===== config.mk =====
export PLATFORM = sky130hd
export DESIGN_NAME = pfc_core
export DESIGN_NICKNAME = d
export VERILOG_FILES = /design/src/pfc_pkg.sv /design/src/pfc_alu.sv /design/src/pfc_core.sv
export SDC_FILE = /design/constraint.sdc
export NUM_CORES = 1
export LEC_CHECK = 0
export BUFFER_PORTS_ARGS = -buffer_cell sky130_fd_sc_hd__buf_2
export CORE_ASPECT_RATIO = 0.9
export CORE_UTILIZATION = 50
export CTS_BUF_LIST = sky130_fd_sc_hd__clkbuf_4
export DETAILED_ROUTE_END_ITERATION = 10
export GPL_ROUTABILITY_DRIVEN = 0
export PLACE_DENSITY = 0.66
export SYNTH_ARGS = -nofsm -noshare
export SYNTH_HDL_FRONTEND = slang
export SYNTH_SLANG_ARGS = --single-unit

===== constraint.sdc =====
create_clock -name mclk_in -period 11.5 [get_ports mclk_in]
set_clock_uncertainty 0.1 [all_clocks]
set_input_delay 1.15 -clock mclk_in [delete_from_list [all_inputs] [get_ports mclk_in]]
set_output_delay 1.15 -clock mclk_in [all_outputs]
set_load 0.005 [all_outputs]

===== src/pfc_pkg.sv =====
// Shared constants, encodings and carriers of the program-flow core
package pfc_pkg;

	// Program counter, stack, data, register index and port address sizes
	localparam int PC_W = 12;
	localparam int STACK_DEPTH = 8;
	localparam int SP_W = 3;
	localparam int DATA_W = 8;
	localparam int REG_IDX_W = 4;
	localparam int BUS_ADDR_W = 4;

	// Values after reset, the full stack depth and the default interrupt vector
	localparam logic [PC_W-1:0] PC_RESET = 12'h000;
	localparam logic [SP_W-1:0] SP_RESET = 3'h0;
	localparam logic [3:0] DEPTH_RESET = 4'h0;
	localparam logic [3:0] DEPTH_FULL = 4'h8;
	localparam logic [DATA_W-1:0] BYTE_RESET = 8'h00;
	localparam logic [15:0] WORD_RESET = 16'h0000;
	localparam logic [PC_W-1:0] INT_VECTOR_DEFAULT = 12'h004;

	// Register port indices
	localparam logic [BUS_ADDR_W-1:0] IDX_PC_LOW_BYTE = 4'h0;
	localparam logic [BUS_ADDR_W-1:0] IDX_STATUS = 4'h1;
	localparam logic [BUS_ADDR_W-1:0] IDX_ACC = 4'h2;
	localparam logic [BUS_ADDR_W-1:0] IDX_CTRL = 4'h3;

	// Control register bit positions
	localparam int CTRL_INT_EN_BIT = 0;
	localparam int CTRL_PEND_BIT = 1;
	localparam int CTRL_FULL_BIT = 2;

	// Data register index that aliases the program counter low byte
	localparam logic [REG_IDX_W-1:0] REG_PCL_ALIAS = 4'hf;

	// Instruction groups in bits 15:12
	localparam logic [3:0] GRP_NOP = 4'h0;
	localparam logic [3:0] GRP_ALU = 4'h1;
	localparam logic [3:0] GRP_MOVI = 4'h2;
	localparam logic [3:0] GRP_JUMP = 4'h3;
	localparam logic [3:0] GRP_CALL = 4'h4;
	localparam logic [3:0] GRP_SUB_RET = 4'h5;
	localparam logic [3:0] GRP_INT_RET = 4'h6;
	localparam logic [3:0] GRP_SKIP = 4'h7;

	// Skip kinds in bits 9:8 of a skip instruction
	localparam logic [1:0] SKIP_ZERO = 2'h0;
	localparam logic [1:0] SKIP_NONZERO = 2'h1;
	localparam logic [1:0] SKIP_INC_ZERO = 2'h2;
	localparam logic [1:0] SKIP_DEC_ZERO = 2'h3;

	// Phase codes of one instruction cycle
	typedef enum logic [1:0] {
		PH_T1 = 2'b00,
		PH_T2 = 2'b01,
		PH_T3 = 2'b10,
		PH_T4 = 2'b11
	} pfc_phase_t;

	// Arithmetic-logic functions
	typedef enum logic [3:0] {
		ALU_ADD = 4'h0,
		ALU_ADC = 4'h1,
		ALU_SUB = 4'h2,
		ALU_SBC = 4'h3,
		ALU_DAA = 4'h4,
		ALU_AND = 4'h5,
		ALU_OR = 4'h6,
		ALU_XOR = 4'h7,
		ALU_CPL = 4'h8,
		ALU_RR = 4'h9,
		ALU_RRC = 4'ha,
		ALU_RL = 4'hb,
		ALU_RLC = 4'hc,
		ALU_INC = 4'hd,
		ALU_DEC = 4'he,
		ALU_PASS = 4'hf
	} pfc_alu_func_t;

	// Status flags, kept in the low nibble of the status register
	typedef struct packed {
		logic ov;
		logic z;
		logic ac;
		logic c;
	} pfc_status_t;

	// Operation handed to the arithmetic-logic unit
	typedef struct packed {
		pfc_alu_func_t func;
		logic [DATA_W-1:0] a;
		logic [DATA_W-1:0] b;
		pfc_status_t st;
	} pfc_alu_req_t;

	// Result and flag update coming back
	typedef struct packed {
		logic [DATA_W-1:0] result;
		pfc_status_t st;
	} pfc_alu_res_t;

endpackage


===== src/pfc_alu.sv =====
// Eight-bit arithmetic-logic unit with status flag update
`timescale 1ns/1ps
`default_nettype none
module pfc_alu (
	input wire pfc_pkg::pfc_alu_req_t req_in,
	output pfc_pkg::pfc_alu_res_t res_out
);
	import pfc_pkg::*;

	logic [8:0] sum9; // Adder with carry out
	logic [4:0] half5; // Low nibble adder for auxiliary carry
	logic [7:0] addend; // True or inverted second operand
	logic cin; // Carry into the adder
	logic [8:0] adj9; // Decimal adjust sum
	logic [7:0] adj; // Decimal adjust amount

	// Shared adder serves add, subtract and their carry forms
	always_comb begin
		addend = req_in.b;
		cin = 1'b0;
		case (req_in.func)
			ALU_ADC: cin = req_in.st.c;
			ALU_SUB: begin
				addend = ~req_in.b;
				cin = 1'b1;
			end
			ALU_SBC: begin
				addend = ~req_in.b;
				cin = req_in.st.c;
			end
			default: cin = 1'b0;
		endcase
		sum9 = {1'b0, req_in.a} + {1'b0, addend} + {8'h00, cin};
		half5 = {1'b0, req_in.a[3:0]} + {1'b0, addend[3:0]} + {4'h0, cin};
	end

	// Decimal adjust of the accumulator after a packed BCD add
	always_comb begin
		adj = 8'h00;
		if (req_in.a[3:0] > 4'h9 || req_in.st.ac) begin
			adj[3:0] = 4'h6;
		end
		if (req_in.a[7:4] > 4'h9 || req_in.st.c) begin
			adj[7:4] = 4'h6;
		end
		adj9 = {1'b0, req_in.a} + {1'b0, adj};
	end

	// Result select and flag update, only touched flags change
	always_comb begin
		res_out.result = req_in.b;
		res_out.st = req_in.st;
		case (req_in.func)
			ALU_ADD, ALU_ADC, ALU_SUB, ALU_SBC: begin
				res_out.result = sum9[7:0];
				res_out.st.c = sum9[8]; // Set means no borrow on subtract
				res_out.st.ac = half5[4];
				res_out.st.ov = (req_in.a[7] == addend[7]) &&
					(sum9[7] != req_in.a[7]);
			end
			ALU_DAA: begin
				res_out.result = adj9[7:0];
				res_out.st.c = adj9[8] | req_in.st.c;
			end
			ALU_AND: res_out.result = req_in.a & req_in.b;
			ALU_OR: res_out.result = req_in.a | req_in.b;
			ALU_XOR: res_out.result = req_in.a ^ req_in.b;
			ALU_CPL: res_out.result = ~req_in.b;
			ALU_RR: res_out.result = {req_in.b[0], req_in.b[7:1]};
			ALU_RRC: begin
				res_out.result = {req_in.st.c, req_in.b[7:1]};
				res_out.st.c = req_in.b[0];
			end
			ALU_RL: res_out.result = {req_in.b[6:0], req_in.b[7]};
			ALU_RLC: begin
				res_out.result = {req_in.b[6:0], req_in.st.c};
				res_out.st.c = req_in.b[7];
			end
			ALU_INC: res_out.result = req_in.b + 8'h01;
			ALU_DEC: res_out.result = req_in.b - 8'h01;
			default: res_out.result = req_in.b;
		endcase
		// Rotates, decimal adjust and pass leave zero alone; the rest set it
		if (req_in.func != ALU_RR && req_in.func != ALU_RRC &&
			req_in.func != ALU_RL && req_in.func != ALU_RLC &&
			req_in.func != ALU_DAA && req_in.func != ALU_PASS) begin
			res_out.st.z = (res_out.result == 8'h00);
		end
	end

endmodule
`default_nettype wire


===== src/pfc_core.sv =====
// Program-flow core: phases, pipeline, program counter, stack, ALU use
`timescale 1ns/1ps
`default_nettype none
module pfc_core #(
	parameter logic [pfc_pkg::PC_W-1:0] INT_VECTOR =
		pfc_pkg::INT_VECTOR_DEFAULT
) (
	input wire logic mclk_in,
	input wire logic reset_in,
	output logic [3:0] phase_clocks_out,
	output logic [pfc_pkg::PC_W-1:0] pmem_addr_out,
	input wire logic [15:0] pmem_data_in,
	input wire logic int_req_in,
	output logic int_ack_out,
	output logic stack_full_out,
	input wire logic [pfc_pkg::BUS_ADDR_W-1:0] bus_addr_in,
	input wire logic [pfc_pkg::DATA_W-1:0] bus_wdata_in,
	input wire logic bus_wr_in,
	input wire logic bus_rd_in,
	output logic [pfc_pkg::DATA_W-1:0] bus_rdata_out
);
	import pfc_pkg::*;

	pfc_phase_t phase_reg; // Current phase
	logic [3:0] phase_clocks_reg; // One-hot phase strobes
	logic [PC_W-1:0] pc_reg; // Address of the next word to fetch
	logic [15:0] fetch_reg; // Prefetched word, not yet executing
	logic [PC_W-1:0] fetch_addr_reg; // Where the prefetched word came from
	logic [15:0] ir_reg; // Word executing this cycle
	logic ir_valid_reg; // Low for a dummy cycle
	logic flush_reg; // The prefetched word is on a dead path
	logic [PC_W-1:0] stack_mem [STACK_DEPTH]; // Return addresses only
	logic [SP_W-1:0] sp_reg; // Next free stack slot
	logic [3:0] depth_reg; // Occupied levels, saturates at eight
	logic stack_full_reg; // All levels occupied
	logic [DATA_W-1:0] regs [16]; // Data registers addressed by ALU ops
	logic [DATA_W-1:0] acc_reg; // Accumulator
	pfc_status_t status_reg; // Status flags
	logic int_en_reg; // Global interrupt enable
	logic int_pend_reg; // Recorded interrupt request
	logic int_ack_reg; // Acknowledge strobe
	logic pcl_pend_reg; // Software low byte write awaiting execution
	logic [DATA_W-1:0] pcl_val_reg; // Value of that write
	logic [DATA_W-1:0] rdata_reg; // Read data, valid one cycle after strobe

	logic [3:0] grp; // Instruction group
	logic exec; // Execution point of a live instruction
	logic ctrl_op; // Live instruction changes program flow
	logic redirect; // Counter is loaded this cycle
	logic [PC_W-1:0] target; // Value loaded on redirect
	logic push; // Stack push this cycle
	logic pop; // Stack pop this cycle
	logic [PC_W-1:0] push_val; // Address pushed
	logic [PC_W-1:0] stack_top; // Most recent saved address
	logic ack_go; // Interrupt acknowledged this cycle
	logic bus_jump; // Software low byte write takes effect
	logic skip_take; // Skip condition met
	logic [DATA_W-1:0] operand; // Register operand of the instruction
	logic wr_dest; // Result is written back
	pfc_alu_req_t alu_req; // Operation to the ALU
	pfc_alu_res_t alu_res; // ALU answer

	assign phase_clocks_out = phase_clocks_reg;
	assign pmem_addr_out = pc_reg;
	assign int_ack_out = int_ack_reg;
	assign stack_full_out = stack_full_reg;
	assign bus_rdata_out = rdata_reg;

	assign grp = ir_reg[15:12];
	assign exec = (phase_reg == PH_T4) && ir_valid_reg;
	assign stack_top = stack_mem[sp_reg - 3'h1];
	assign wr_dest = exec && ir_reg[3:0] != REG_PCL_ALIAS &&
		((grp == GRP_ALU && ir_reg[7]) ||
		(grp == GRP_SKIP && ir_reg[9]));

	// Phase sequencer, one phase per clock, four make a cycle
	always_ff @(posedge mclk_in) begin
		if (reset_in) begin
			phase_reg <= PH_T1;
			phase_clocks_reg <= 4'h1;
		end else begin
			case (phase_reg)
				PH_T1: phase_reg <= PH_T2;
				PH_T2: phase_reg <= PH_T3;
				PH_T3: phase_reg <= PH_T4;
				PH_T4: phase_reg <= PH_T1;
				default: phase_reg <= PH_T1;
			endcase
			// Strobes lead the code by one so they line up with it
			case (phase_reg)
				PH_T1: phase_clocks_reg <= 4'h2;
				PH_T2: phase_clocks_reg <= 4'h4;
				PH_T3: phase_clocks_reg <= 4'h8;
				default: phase_clocks_reg <= 4'h1;
			endcase
		end
	end

	// Operand fetch; the alias index reads the counter low byte
	always_comb begin
		if (ir_reg[3:0] == REG_PCL_ALIAS) begin
			operand = pc_reg[7:0];
		end else begin
			operand = regs[ir_reg[3:0]];
		end
	end

	// ALU request built from the executing word
	always_comb begin
		alu_req.a = acc_reg;
		alu_req.b = operand;
		alu_req.st = status_reg;
		alu_req.func = pfc_alu_func_t'(ir_reg[11:8]);
		if (grp == GRP_SKIP) begin
			case (ir_reg[9:8])
				SKIP_INC_ZERO: alu_req.func = ALU_INC;
				SKIP_DEC_ZERO: alu_req.func = ALU_DEC;
				default: alu_req.func = ALU_PASS;
			endcase
		end
	end

	pfc_alu u_alu (
		.req_in(alu_req),
		.res_out(alu_res)
	);

	// Skip decision from the ALU result
	always_comb begin
		case (ir_reg[9:8])
			SKIP_NONZERO: skip_take = (alu_res.result != 8'h00);
			default: skip_take = (alu_res.result == 8'h00);
		endcase
	end

	// Flow decision at the last phase; live instruction beats software
	// jump, which beats the interrupt, so none is lost by a clash
	always_comb begin
		ctrl_op = 1'b0;
		redirect = 1'b0;
		target = pc_reg;
		push = 1'b0;
		pop = 1'b0;
		push_val = fetch_addr_reg;
		ack_go = 1'b0;
		bus_jump = 1'b0;
		if (exec) begin
			case (grp)
				GRP_JUMP, GRP_CALL: begin
					ctrl_op = 1'b1;
					redirect = 1'b1;
					target = ir_reg[11:0];
					push = (grp == GRP_CALL);
				end
				GRP_SUB_RET, GRP_INT_RET: begin
					ctrl_op = 1'b1;
					redirect = 1'b1;
					pop = 1'b1;
					target = stack_top;
				end
				GRP_SKIP: begin
					ctrl_op = skip_take;
					redirect = skip_take; // Counter kept, word dropped
				end
				GRP_ALU: begin
					if (ir_reg[7] && ir_reg[3:0] == REG_PCL_ALIAS) begin
						ctrl_op = 1'b1;
						redirect = 1'b1;
						target = {pc_reg[11:8], alu_res.result};
					end
				end
				default: ctrl_op = 1'b0;
			endcase
		end
		if (exec && !ctrl_op) begin
			if (pcl_pend_reg) begin
				bus_jump = 1'b1;
				redirect = 1'b1;
				target = {pc_reg[11:8], pcl_val_reg};
			end else if (int_pend_reg && int_en_reg && !stack_full_reg) begin
				// Full stack withholds acknowledge, flag stays
				ack_go = 1'b1;
				redirect = 1'b1;
				push = 1'b1; // Return to the prefetched word
				target = INT_VECTOR;
			end
		end
	end

	// Pipeline: fetch and count at the first phase, load on redirect
	always_ff @(posedge mclk_in) begin
		if (reset_in) begin
			pc_reg <= PC_RESET;
			fetch_reg <= WORD_RESET;
			fetch_addr_reg <= PC_RESET;
			ir_reg <= WORD_RESET;
			ir_valid_reg <= 1'b0;
			flush_reg <= 1'b1; // First cycle is a dummy while vector loads
		end else if (phase_reg == PH_T1) begin
			ir_reg <= fetch_reg; // Execute last fetch, fetch next
			ir_valid_reg <= !flush_reg; // Dead word becomes dummy
			fetch_reg <= pmem_data_in;
			fetch_addr_reg <= pc_reg;
			pc_reg <= pc_reg + 12'h001;
			flush_reg <= 1'b0;
		end else if (redirect) begin
			pc_reg <= target;
			flush_reg <= 1'b1; // Costs one more cycle
		end
	end

	// Return stack, circular so overflow drops the oldest
	always_ff @(posedge mclk_in) begin
		if (reset_in) begin
			sp_reg <= SP_RESET;
			depth_reg <= DEPTH_RESET;
			stack_full_reg <= 1'b0;
		end else if (push) begin
			stack_mem[sp_reg] <= push_val;
			sp_reg <= sp_reg + 3'h1; // Wraps over oldest
			if (depth_reg != DEPTH_FULL) begin
				depth_reg <= depth_reg + 4'h1;
			end
			stack_full_reg <= (depth_reg >= DEPTH_FULL - 4'h1);
		end else if (pop) begin
			sp_reg <= sp_reg - 3'h1; // Frees a level
			if (depth_reg != DEPTH_RESET) begin
				depth_reg <= depth_reg - 4'h1;
			end
			stack_full_reg <= 1'b0;
		end
	end

	// Data registers and accumulator; instruction write wins over
	// a software write in the same cycle
	always_ff @(posedge mclk_in) begin
		if (reset_in) begin
			acc_reg <= BYTE_RESET;
		end else if (exec && grp == GRP_MOVI) begin
			acc_reg <= ir_reg[7:0];
		end else if (exec && grp == GRP_ALU && !ir_reg[7]) begin
			acc_reg <= alu_res.result;
		end else if (bus_wr_in && bus_addr_in == IDX_ACC) begin
			acc_reg <= bus_wdata_in;
		end
		if (wr_dest) begin
			regs[ir_reg[3:0]] <= alu_res.result;
		end
	end

	// Status flags follow every ALU operation
	always_ff @(posedge mclk_in) begin
		if (reset_in) begin
			status_reg <= '0;
		end else if (exec && (grp == GRP_ALU || grp == GRP_SKIP)) begin
			status_reg <= alu_res.st;
		end else if (bus_wr_in && bus_addr_in == IDX_STATUS) begin
			status_reg <= bus_wdata_in[3:0];
		end
	end

	// Interrupt request, enable and acknowledge strobe
	always_ff @(posedge mclk_in) begin
		if (reset_in) begin
			int_pend_reg <= 1'b0;
			int_en_reg <= 1'b0;
			int_ack_reg <= 1'b0;
		end else begin
			int_ack_reg <= ack_go;
			// A new request in the acknowledge cycle is kept
			if (int_req_in) begin
				int_pend_reg <= 1'b1;
			end else if (ack_go) begin
				int_pend_reg <= 1'b0;
			end
			if (ack_go) begin
				int_en_reg <= 1'b0; // No nesting until interrupt return or a control write
			end else if (exec && grp == GRP_INT_RET) begin
				int_en_reg <= 1'b1;
			end else if (bus_wr_in && bus_addr_in == IDX_CTRL) begin
				int_en_reg <= bus_wdata_in[CTRL_INT_EN_BIT];
			end
		end
	end

	// Software low byte write is held until an execution point with no flow change
	always_ff @(posedge mclk_in) begin
		if (reset_in) begin
			pcl_pend_reg <= 1'b0;
			pcl_val_reg <= BYTE_RESET;
		end else if (bus_wr_in && bus_addr_in == IDX_PC_LOW_BYTE) begin
			pcl_pend_reg <= 1'b1; // New write wins over consumption
			pcl_val_reg <= bus_wdata_in;
		end else if (bus_jump) begin
			pcl_pend_reg <= 1'b0;
		end
	end

	// Register port reads; stack and pointer have no address
	always_ff @(posedge mclk_in) begin
		if (reset_in) begin
			rdata_reg <= BYTE_RESET;
		end else if (bus_rd_in) begin
			case (bus_addr_in)
				IDX_PC_LOW_BYTE: rdata_reg <= pc_reg[7:0];
				IDX_STATUS: rdata_reg <= {4'h0, status_reg};
				IDX_ACC: rdata_reg <= acc_reg;
				IDX_CTRL: begin
					rdata_reg <= BYTE_RESET;
					rdata_reg[CTRL_INT_EN_BIT] <= int_en_reg;
					rdata_reg[CTRL_PEND_BIT] <= int_pend_reg;
					rdata_reg[CTRL_FULL_BIT] <= stack_full_reg;
				end
				default: rdata_reg <= BYTE_RESET; // Unmapped reads zero
			endcase
		end else begin
			rdata_reg <= BYTE_RESET;
		end
	end

endmodule
`default_nettype wire


Yosys cells after proc, flatten, opt, wreduce, memory -nomap -nowiden
Memory sizes are Yosys's and may differ from the RTL's. A register that Yosys moved wholly into a read port is not among the register bits.
Index checks and enable logic that the tools add are counted.
W data, S select, Z words.
{"block": "word_totals", "memories": 2, "rom_bits": 0, "input_bits": 33, "ff_bits": 104, "ram_bits": 224, "output_inout_bits": 26, "word_cells": 221, "latchBits": 0}
{"name": "regs", "depth": 16, "width": 8, "read_ports": 1, "rd_clocked_by_memory_dff": 1, "wr": 1, "line_no": "pfc_core.sv:36", "source": "logic [DATA_W-1:0] regs [16];"}
{"name": "stack_mem", "depth": 8, "width": 12, "read_ports": 1, "rd_clocked_by_memory_dff": 0, "wr": 1, "line_no": "pfc_core.sv:32", "source": "logic [PC_W-1:0] stack_mem [STACK_DEPTH];"}
{"block": "op_classes", "mul": 0, "n_reduce_logical": 59, "mux": 70, "n_addsub": 12, "eq_ne": 46, "div_mod_pow": 0, "shift": 0, "bitwise_logic": 6, "n_lt_le_gt_ge": 3}
{"op": "$pmux W8 S12", "n": 1}
{"op": "$mux W12", "n": 6}
{"op": "$mux W8", "n": 6}
{"op": "$mux W1", "n": 36}
{"op": "$mux W4", "n": 9}
{"op": "$pmux W12 S3", "n": 1}
{"op": "$eq A4 B3 Y1 const B", "n": 8}
{"op": "$eq A4 B4 Y1 const B", "n": 8}
{"op": "$pmux W8 S4", "n": 1}
{"op": "$ne A4 B4 Y1 const B", "n": 7}
{"op": "$eq A4 B2 Y1 const B", "n": 6}
{"op": "$logic_and A1 B1 Y1", "n": 24}
{"op": "$reduce_bool A2 Y1", "n": 7}
{"op": "$add A12 B1 Y12 const B", "n": 1}
{"op": "$eq A4 B1 Y1 const B", "n": 3}
{"op": "$mux W3", "n": 4}
{"op": "$pmux W4 S3", "n": 1}
{"op": "$reduce_or A2 Y1", "n": 6}
{"op": "$add A8 B7 Y9", "n": 1}
{"op": "$add A8 B8 Y9", "n": 1}
{"op": "$add A9 B1 Y9", "n": 1}
{"op": "$add A8 B1 Y8 const B", "n": 1}
{"op": "$and A8 B8 Y8", "n": 1}
{"op": "$eq A2 B2 Y1 const B", "n": 4}
{"op": "37 further kinds", "n": 52}

Depth between registers and ports, before layout
Gate-level depths: netlist (run 1).
{"block": "logic_depth", "depth_word": 19, "mapped_depth": 27, "ltp_nobuf": 23}

Cells and area by module
From an unflattened synthesis (run 1), not the netlist that was laid out.
{"block": "unflattened", "hier_cells": 1281, "area_unflattened_um2": 16107.9}
{"mod": "pfc_core", "cells_per_inst": 983, "seq_area_each_um2": 8888.5, "instances": 1, "area_each_um2": 13940.9}
{"mod": "pfc_alu", "cells_per_inst": 298, "seq_area_each_um2": 0.0, "instances": 1, "area_each_um2": 2167.1}

Least setup slack after synthesis (run 1)
No wires, ideal clock.
{"block": "synth_path", "kind": "register to register", "start": "reg ir_reg[13]", "end": "mem stack_mem[0][0], enable pin", "arrival_ns": 5.708, "synth_period_minus_slack_ns": 6.205, "setup_slack_ns": 5.295, "setup_ns": 0.396, "path_stages_with_launch": 19, "n_path_buf": 4, "required_ns": 11.004, "cell_sequence": "dfxtp_1 buf_2 and4b_1 buf_2 buf_1 nor3_1 o21a_1 ha_1 a221o_1 or3b_2 o32ai_1 xnor2_1 mux2i_1 o21ai_0 o41a_1 and4_1 nor2_1 buf_2 nor3_1"}
{"item": "start: declaration", "line_no": "pfc_core.sv:29", "source": "logic [15:0] ir_reg;"}
{"item": "start signal: assignment", "line_no": "pfc_core.sv:200", "source": "ir_reg <= fetch_reg;"}
{"item": "end: declaration", "line_no": "pfc_core.sv:32"}

==> results of run 1 <==
power by group:
group | internal (µW) | total [µW] | switching (µW)
combinational | 397 | 1130 | 731
clock | 513 | 994 | 482
sequential | 1500 | 1610 | 110
total | 2400 | 3730 | 1320
worst max-delay path, cell delays in order, from the launching register on:
cell and delay [ns]:
dfxtp_1 0.62, and4_1 0.88, nor2_1 0.20, and4_4 0.23, nor3_2 0.38, xor2_1 0.23
fa_1 0.26, inv_1 0.06, fa_1 0.40, nand2b_1 0.16, a21oi_1 0.25, xnor2_1 0.16
o32ai_1 0.15, a211o_1 0.25, a2111o_1 0.67, or4_4 0.61, o41a_1 0.34, and4_1 0.23
nor2_1 0.78, nor3_2 0.34
path summary, 6_finish.rpt:
kind,start,to,slack (ns)
setup / recovery,ir_reg[2]$_SDFFE_PP0P_,stack_mem[2][7]$_DFFE_PP_,3.85
hold / removal,fetch_reg[4]$_SDFFE_PP0P_,fetch_reg[4]$_SDFFE_PP0P_,0.39
setup reg to reg,ir_reg[2]$_SDFFE_PP0P_,stack_mem[2][7]$_DFFE_PP_,3.85
hold reg to reg,fetch_reg[4]$_SDFFE_PP0P_,fetch_reg[4]$_SDFFE_PP0P_,0.39
layer usage:
layer | vias up | share of wire (%)
met1 | 5978 | 43
li1 | 5551 | -
met4 | 0 | 3.4
met5 | - | 0
met3 | 134 | 9.5
met2 | 703 | 44
cell usage in the layout, fill, tap and decap left out, types with 7 or more instances in the layout:
cell type | synthesis | layout
nand2_1 | 96 | 96
clkinv_1 | 0 | 12
mux4_1 | 9 | 9
nor3_1 | 32 | 24
conb_1 | 1 | 8
nor3_2 | 1 | 9
nand3_1 | 33 | 33
a21oi_1 | 58 | 58
nand2b_1 | 17 | 17
or3_1 | 8 | 8
nor2_1 | 131 | 131
and3_1 | 9 | 9
mux2_2 | 8 | 8
buf_2 | 18 | 58
a31oi_1 | 13 | 13
o21ai_1 | 6 | 7
edfxtp_1 | 224 | 224
a221oi_1 | 14 | 14
clkbuf_4 | 0 | 129
buf_4 | 4 | 21
nor2b_1 | 18 | 18
xnor2_1 | 23 | 23
o21ai_0 | 27 | 26
inv_1 | 39 | 39
dfxtp_1 | 108 | 105
a221o_1 | 11 | 11
o21a_1 | 12 | 12
and2_1 | 10 | 10
o211ai_1 | 10 | 10
a22oi_1 | 20 | 20
mux4_2 | 51 | 51
xor2_1 | 13 | 13
a211oi_1 | 17 | 17
o22ai_1 | 7 | 7
mux2i_1 | 97 | 97
nand4_1 | 21 | 21
ha_1 | 41 | 40
final cells by class:
class                      instances  area (µm²)
antenna                            1       2.502
clock buffer                     129       968.4
clock inverter                    21       101.3
fill                            2790       14590
inverter                          41       153.9
multi-input combinational        940        7421
sequential                       332        8892
tap                              422       528.0
timing repair buffer              79       447.9
through the flow:
step | cell area, µm² | instances | utilization (%)
5_1_grt | 18520 | 1965 | 55.93
3_3_place_gp | 17440 | 1814 | 52.69
6_report | 18520 | 1965 | 55.93
4_1_cts | 18510 | 1964 | 55.92
2_1_floorplan | 16920 | 1406 | -
3_5_place_dp | 17440 | 1814 | 52.69
cells by family (layout without fill, tap and decap cells):
logic type      count (synthesis)  count (layout)
flops                         332             332
other cells                     1               9
fa+ha+maj                      45              45
mux                           166             166
xor+xnor                       36              36
buf+inv                       134             270
simple gates                  417             417
compound gates                268             268
==> flow_summary.yaml, run 1 <==
status:
  outcome: "finished clean"
synthesis:
  netlist_instances: 1399
  yosysWarningCount: 0
  synth_seq_cells: 332
  synthSimpleGateAreaFrac_pct: 12.04
  synth.cell_area_um2: 16890
  synth_edf_count: 224
  synth_common_cells: "edfxtp_1 (224), nor2_1 (131), dfxtp_1 (108), mux2i_1 (97), nand2_1 (96)"
  synth_top_area_share_pct: 39.82
  synth_most_common_cell: "edfxtp_1"
  synth_xor_area_share_pct: 1.867
  synth_top_family_by_area: "multiplexers"
  synth.largest_area_cell: "edfxtp_1"
  synthAdderAreaFrac_pct: 3.511
  synth_compound_area_share_pct: 11.41
  synth_cell_types: 95
  ys_async_sr_fraction_pct: 0
  synth_top_cells_by_area: "edfxtp_1 (40%), dfxtp_1 (13%), mux4_2 (6.8%), mux2i_1 (5.7%), ha_1 (3.0%)"
  yosysSeqAreaShare_pct: 52.62
  synth-main-ff-cell: "edfxtp_1"
  synth.area.mux_share_pct: 14.61
  postSynthAreaPerCell_um2: 12.07
run:
  timing.max_cap.violations: 0
critical_path:
  critPathLaunchType: "register"
  setup.worst_path.class: "register to register"
  cp.required_ns: 11.79
  timing.critical_path.to_type: "register"
  cp_data_arrival_time_ns: 7.94
  ff2ff_path_depth: 19
  path_max_fanout: 23
global_routing:
  grt_pass1_wl_um: 72850
  use_met1_pct: 40.60
  grt_max_degree: 85
  grt_pass1_vias: 11763
  grt_use_met2_pct: 42.17
  antenna_found_initial: 1
  grt.total_usage_pct: 28.26
  busiest_layer: "met2"
  overflow: 0
  met3_usage_pct: 6.132
sta:
  fin_tns_setup_ns: 0
  rsz0062_at_grt: "no"
  layout_setup_ws_ns: 3.847
  timing.fmax_ghz: 0.1307
  fin_crit_ns: 7.653
  whs_ns: 0.3949
  hold_viol: 0
  drv_slew: 0
  finalSetupViolations: 0
  relSlewSlack_pct: 19.07
  post-route-period-util_pct: 66.55
  worst_pin_slew_ns: 1.209
routing:
  drt-vias-per-instance: 6.293
  num_vias: 12366
  drtIter0Drc: 1732
  ant_nets: 0
  drc_errors: 0
  drt_wl_total_um: 48070
  drt_pass1_iterations: 6
  routedWlPerCell_um: 24.46
floorplan:
  die_height_um: 176.4
  ios: 59
  initial_core_util_pct: 51.02
  rows: 63
  core_um2: 33110
  die_area_um2: 34530
  die_w_um: 195.8
clock_network:
  cts_root_buffer: "clkbuf_4"
  cts_max_path_buffers: 3
  clock_sinks: 332
  cts.clk_slew.worst_paths_ns: 0.07
  ctsResizeCount: 0
  cts_tree: "built"
  cts_setup_buffers: 0
  clk_latency_ns: 0.73
  cts_max_level: 3
  cts_buffers: 84
  cts_hold_buf: 0
finish:
  drive_above_1_share_pct: 20.36
  area_delta_synth_final_pct: 9.607
  finish.net_count: 1556
  largest_reg_flops: 128
worst_hold_path:
  hold_class: "register to register"
  whs_path_depth: 2
placement:
  preCtsSetupSlack_ns: 4.039
  portBuffers: 58
  hpwl_um: 32690
pwr:
  pwr_density_cell_nw_per_um2: 201.4
  p_total_uw: 3728
  max-vdd-ir-drop_mv: 0.1389
  p_leak_uw: 0.006571
Power figures use the tool's default switching activity.
==> inputs of run 2 (changes only) <==
Settings changed: ABC_AREA from default to 1, PLACE_DENSITY 0.66 to 0.67.
Clock period 11.5 ns to 7.8 ns, I/O delays scaled along.
==> flow_summary.yaml, run 2 <==
placement:
  place_area_um2: 17160
  preCtsSetupSlack_ns: 1.462
  hpwl_um: 31350
  portBuffers: 58
critical_path:
  setup.worst_path.class: "register to register"
  critPathLaunchType: "register"
  cp_data_arrival_time_ns: 6.67
  r2r_slack_ns: 1.35
  path_max_fanout: 66
  cpMaxStageDelayCell: "nor3_2"
  timing.critical_path.to_type: "register"
  cp.required_ns: 8.01
  worst_path_largest_cell_delay_ns: 0.86
synthesis:
  ys_async_sr_fraction_pct: 0
  synthSimpleGateAreaFrac_pct: 23.61
  synth_compound_area_share_pct: 12.19
  synth_seq_cells: 332
  yosysSeqAreaShare_pct: 54.06
  synth_edf_count: 224
  synth.largest_area_cell: "edfxtp_1"
  synth.area.mux_share_pct: 0
  synth_top_cells_by_area: "edfxtp_1 (41%), dfxtp_1 (13%), nand2_1 (9.5%), nand3_1 (5.5%), o21ai_0 (4.7%)"
  synth_xor_area_share_pct: 0.7458
  synth_most_common_cell: "nand2_1"
  synth_top_family_by_area: "simple AND/OR/NAND/NOR gates"
  synth_common_cells: "nand2_1 (418), edfxtp_1 (224), nor2_1 (200), nand3_1 (182), o21ai_0 (153)"
  synth_cell_types: 48
  synth-main-ff-cell: "edfxtp_1"
  yosysWarningCount: 0
  postSynthAreaPerCell_um2: 8.774
  synth_top_area_share_pct: 40.91
  synthAdderAreaFrac_pct: 3.607
  netlist_instances: 1874
  synth.cell_area_um2: 16440
routing:
  drt-vias-per-instance: 5.688
  routedWlPerCell_um: 18.88
  drc_errors: 0
  num_vias: 13964
  ant_nets: 0
  drt_pass1_iterations: 7
  drtIter0Drc: 1426
  drt_wl_total_um: 46360
floorplan:
  die_height_um: 174.0
  die_area_um2: 33610
  ios: 59
  core_um2: 32120
  initial_core_util_pct: 51.20
  rows: 62
  die_w_um: 193.2
clock_network:
  cts_max_level: 3
  cts_hold_buf: 0
  cts_setup_buffers: 0
  ctsResizeCount: 0
  cts.clk_slew.worst_paths_ns: 0.07
  clock_sinks: 332
  cts_buffers: 82
  cts_max_path_buffers: 3
  cts_root_buffer: "clkbuf_4"
  clk_latency_ns: 0.73
  cts_tree: "built"
global_routing:
  grt_pass1_wl_um: 72080
  antenna_found_initial: 1
  grt.total_usage_pct: 28.05
  grt_pass1_vias: 13237
  overflow: 0
  grt_max_degree: 67
finish:
  final_cell_area_um2: 18260
  final_common_cell: "nand2_1"
  drive_above_1_share_pct: 14.38
  final_cell_mix: "nand2_1 (418), edfxtp_1 (224), nor2_1 (200)"
  largest_reg_flops: 128
  area_delta_synth_final_pct: 11.08
  finish.net_count: 2049
  num-fill-cells: 2927
status:
  outcome: "finished clean"
sta:
  worst_pin_slew_ns: 1.101
  whs_ns: 0.1726
  hold_viol: 0
  layout_setup_ws_ns: 1.347
  relSlewSlack_pct: 26.23
  finalSetupViolations: 0
  fin_tns_setup_ns: 0
  drv_slew: 0
  timing.fmax_ghz: 0.1550
  post-route-period-util_pct: 82.73
  rsz0062_at_grt: "no"
  fin_crit_ns: 6.453
pwr:
  p_leak_uw: 0.007406
  max-vdd-ir-drop_mv: 0.2077
  pwr_density_cell_nw_per_um2: 336.7
  p_total_uw: 6149
run:
  timing.max_cap.violations: 0
worst_hold_path:
  hold_class: "input port to register"
==> run 2: cell count changes in the layout (fill, tap and decap cells not counted), moves of 19 or more <==
cell	previous run	this run
mux4_2	51	0
xnor2_1	23	0
nand2_2	0	22
inv_1	39	148
nand3_1	33	182
nand2_1	96	418
nor2_1	131	200
a22oi_1	20	1
a21oi_1	58	99
mux2i_1	97	0
o21ai_0	26	153
==> run 2: report_power, final <==
| part | switching, µW | internal, µW |
|---|---|---|
| Clock | 717 | 798 |
| Combinational | 1560 | 548 |
| Sequential | 174 | 2350 |
==> run 2: worst paths after layout <==
kind	from	to	depth (start not counted)
worst max-delay path	register	stack_mem[6][5]$_DFFE_PP_	33
worst min-delay path	int_req_in	int_pend_reg$_SDFFE_PP0P_	3
worst max register to register	register	stack_mem[6][5]$_DFFE_PP_	33
worst min register to register	flush_reg$_SDFFE_PP1P_	ir_valid_reg$_SDFFE_PP0P_	1
==> run 2: logic make-up (layout without fill, tap and decap cells) <==
kind of cell / Yosys count / after routing
compound gates: 351 / 351
xor+xnor: 14 / 14
fa+ha+maj: 45 / 45
buf+inv: 241 / 398
flops: 332 / 332
other cells: 1 / 9
simple gates: 890 / 890
==> run 2: layout make-up <==
class | count | area (µm²) | share of cell area, %
Antenna cell | 1 | 2.502 | 0.01370
Clock buffer | 117 | 878.3 | 4.809
Clock inverter | 34 | 225.2 | 1.233
Inverter | 167 | 626.9 | 3.432
Multi-Input combinational cell | 1308 | 6665 | 36.49
Sequential cell | 332 | 8890 | 48.67
Tap cell | 416 | 520.5 | 2.850
Timing Repair Buffer | 80 | 455.4 | 2.494
==> run 2: per-layer routing <==
layer	routed length, µm	global-route usage, %
met1	19470	38.46
met2	20790	42.59
met3	4467	6.340
met4	1634	11.72
met5	0	0.5917
==> run 2: critical path: cells and delay by family (launching register included) <==
family	cells	cell delay, ns
buffers and inverters	3	0.68
AND/OR/NAND/NOR	25	3.70
XOR/XNOR	1	0.22
flip-flops	1	0.34
adder cells (fa/ha/maj)	2	0.65
AO/OA/AOI/OAI	2	0.36
==> run 2: stage by stage <==
step	std cells	utilization, %
final	2455	56.87
after global routing	2455	56.87
after CTS	2454	56.86
after detailed placement	2303	53.42
after global placement	2303	53.42
after floorplan	1881	-
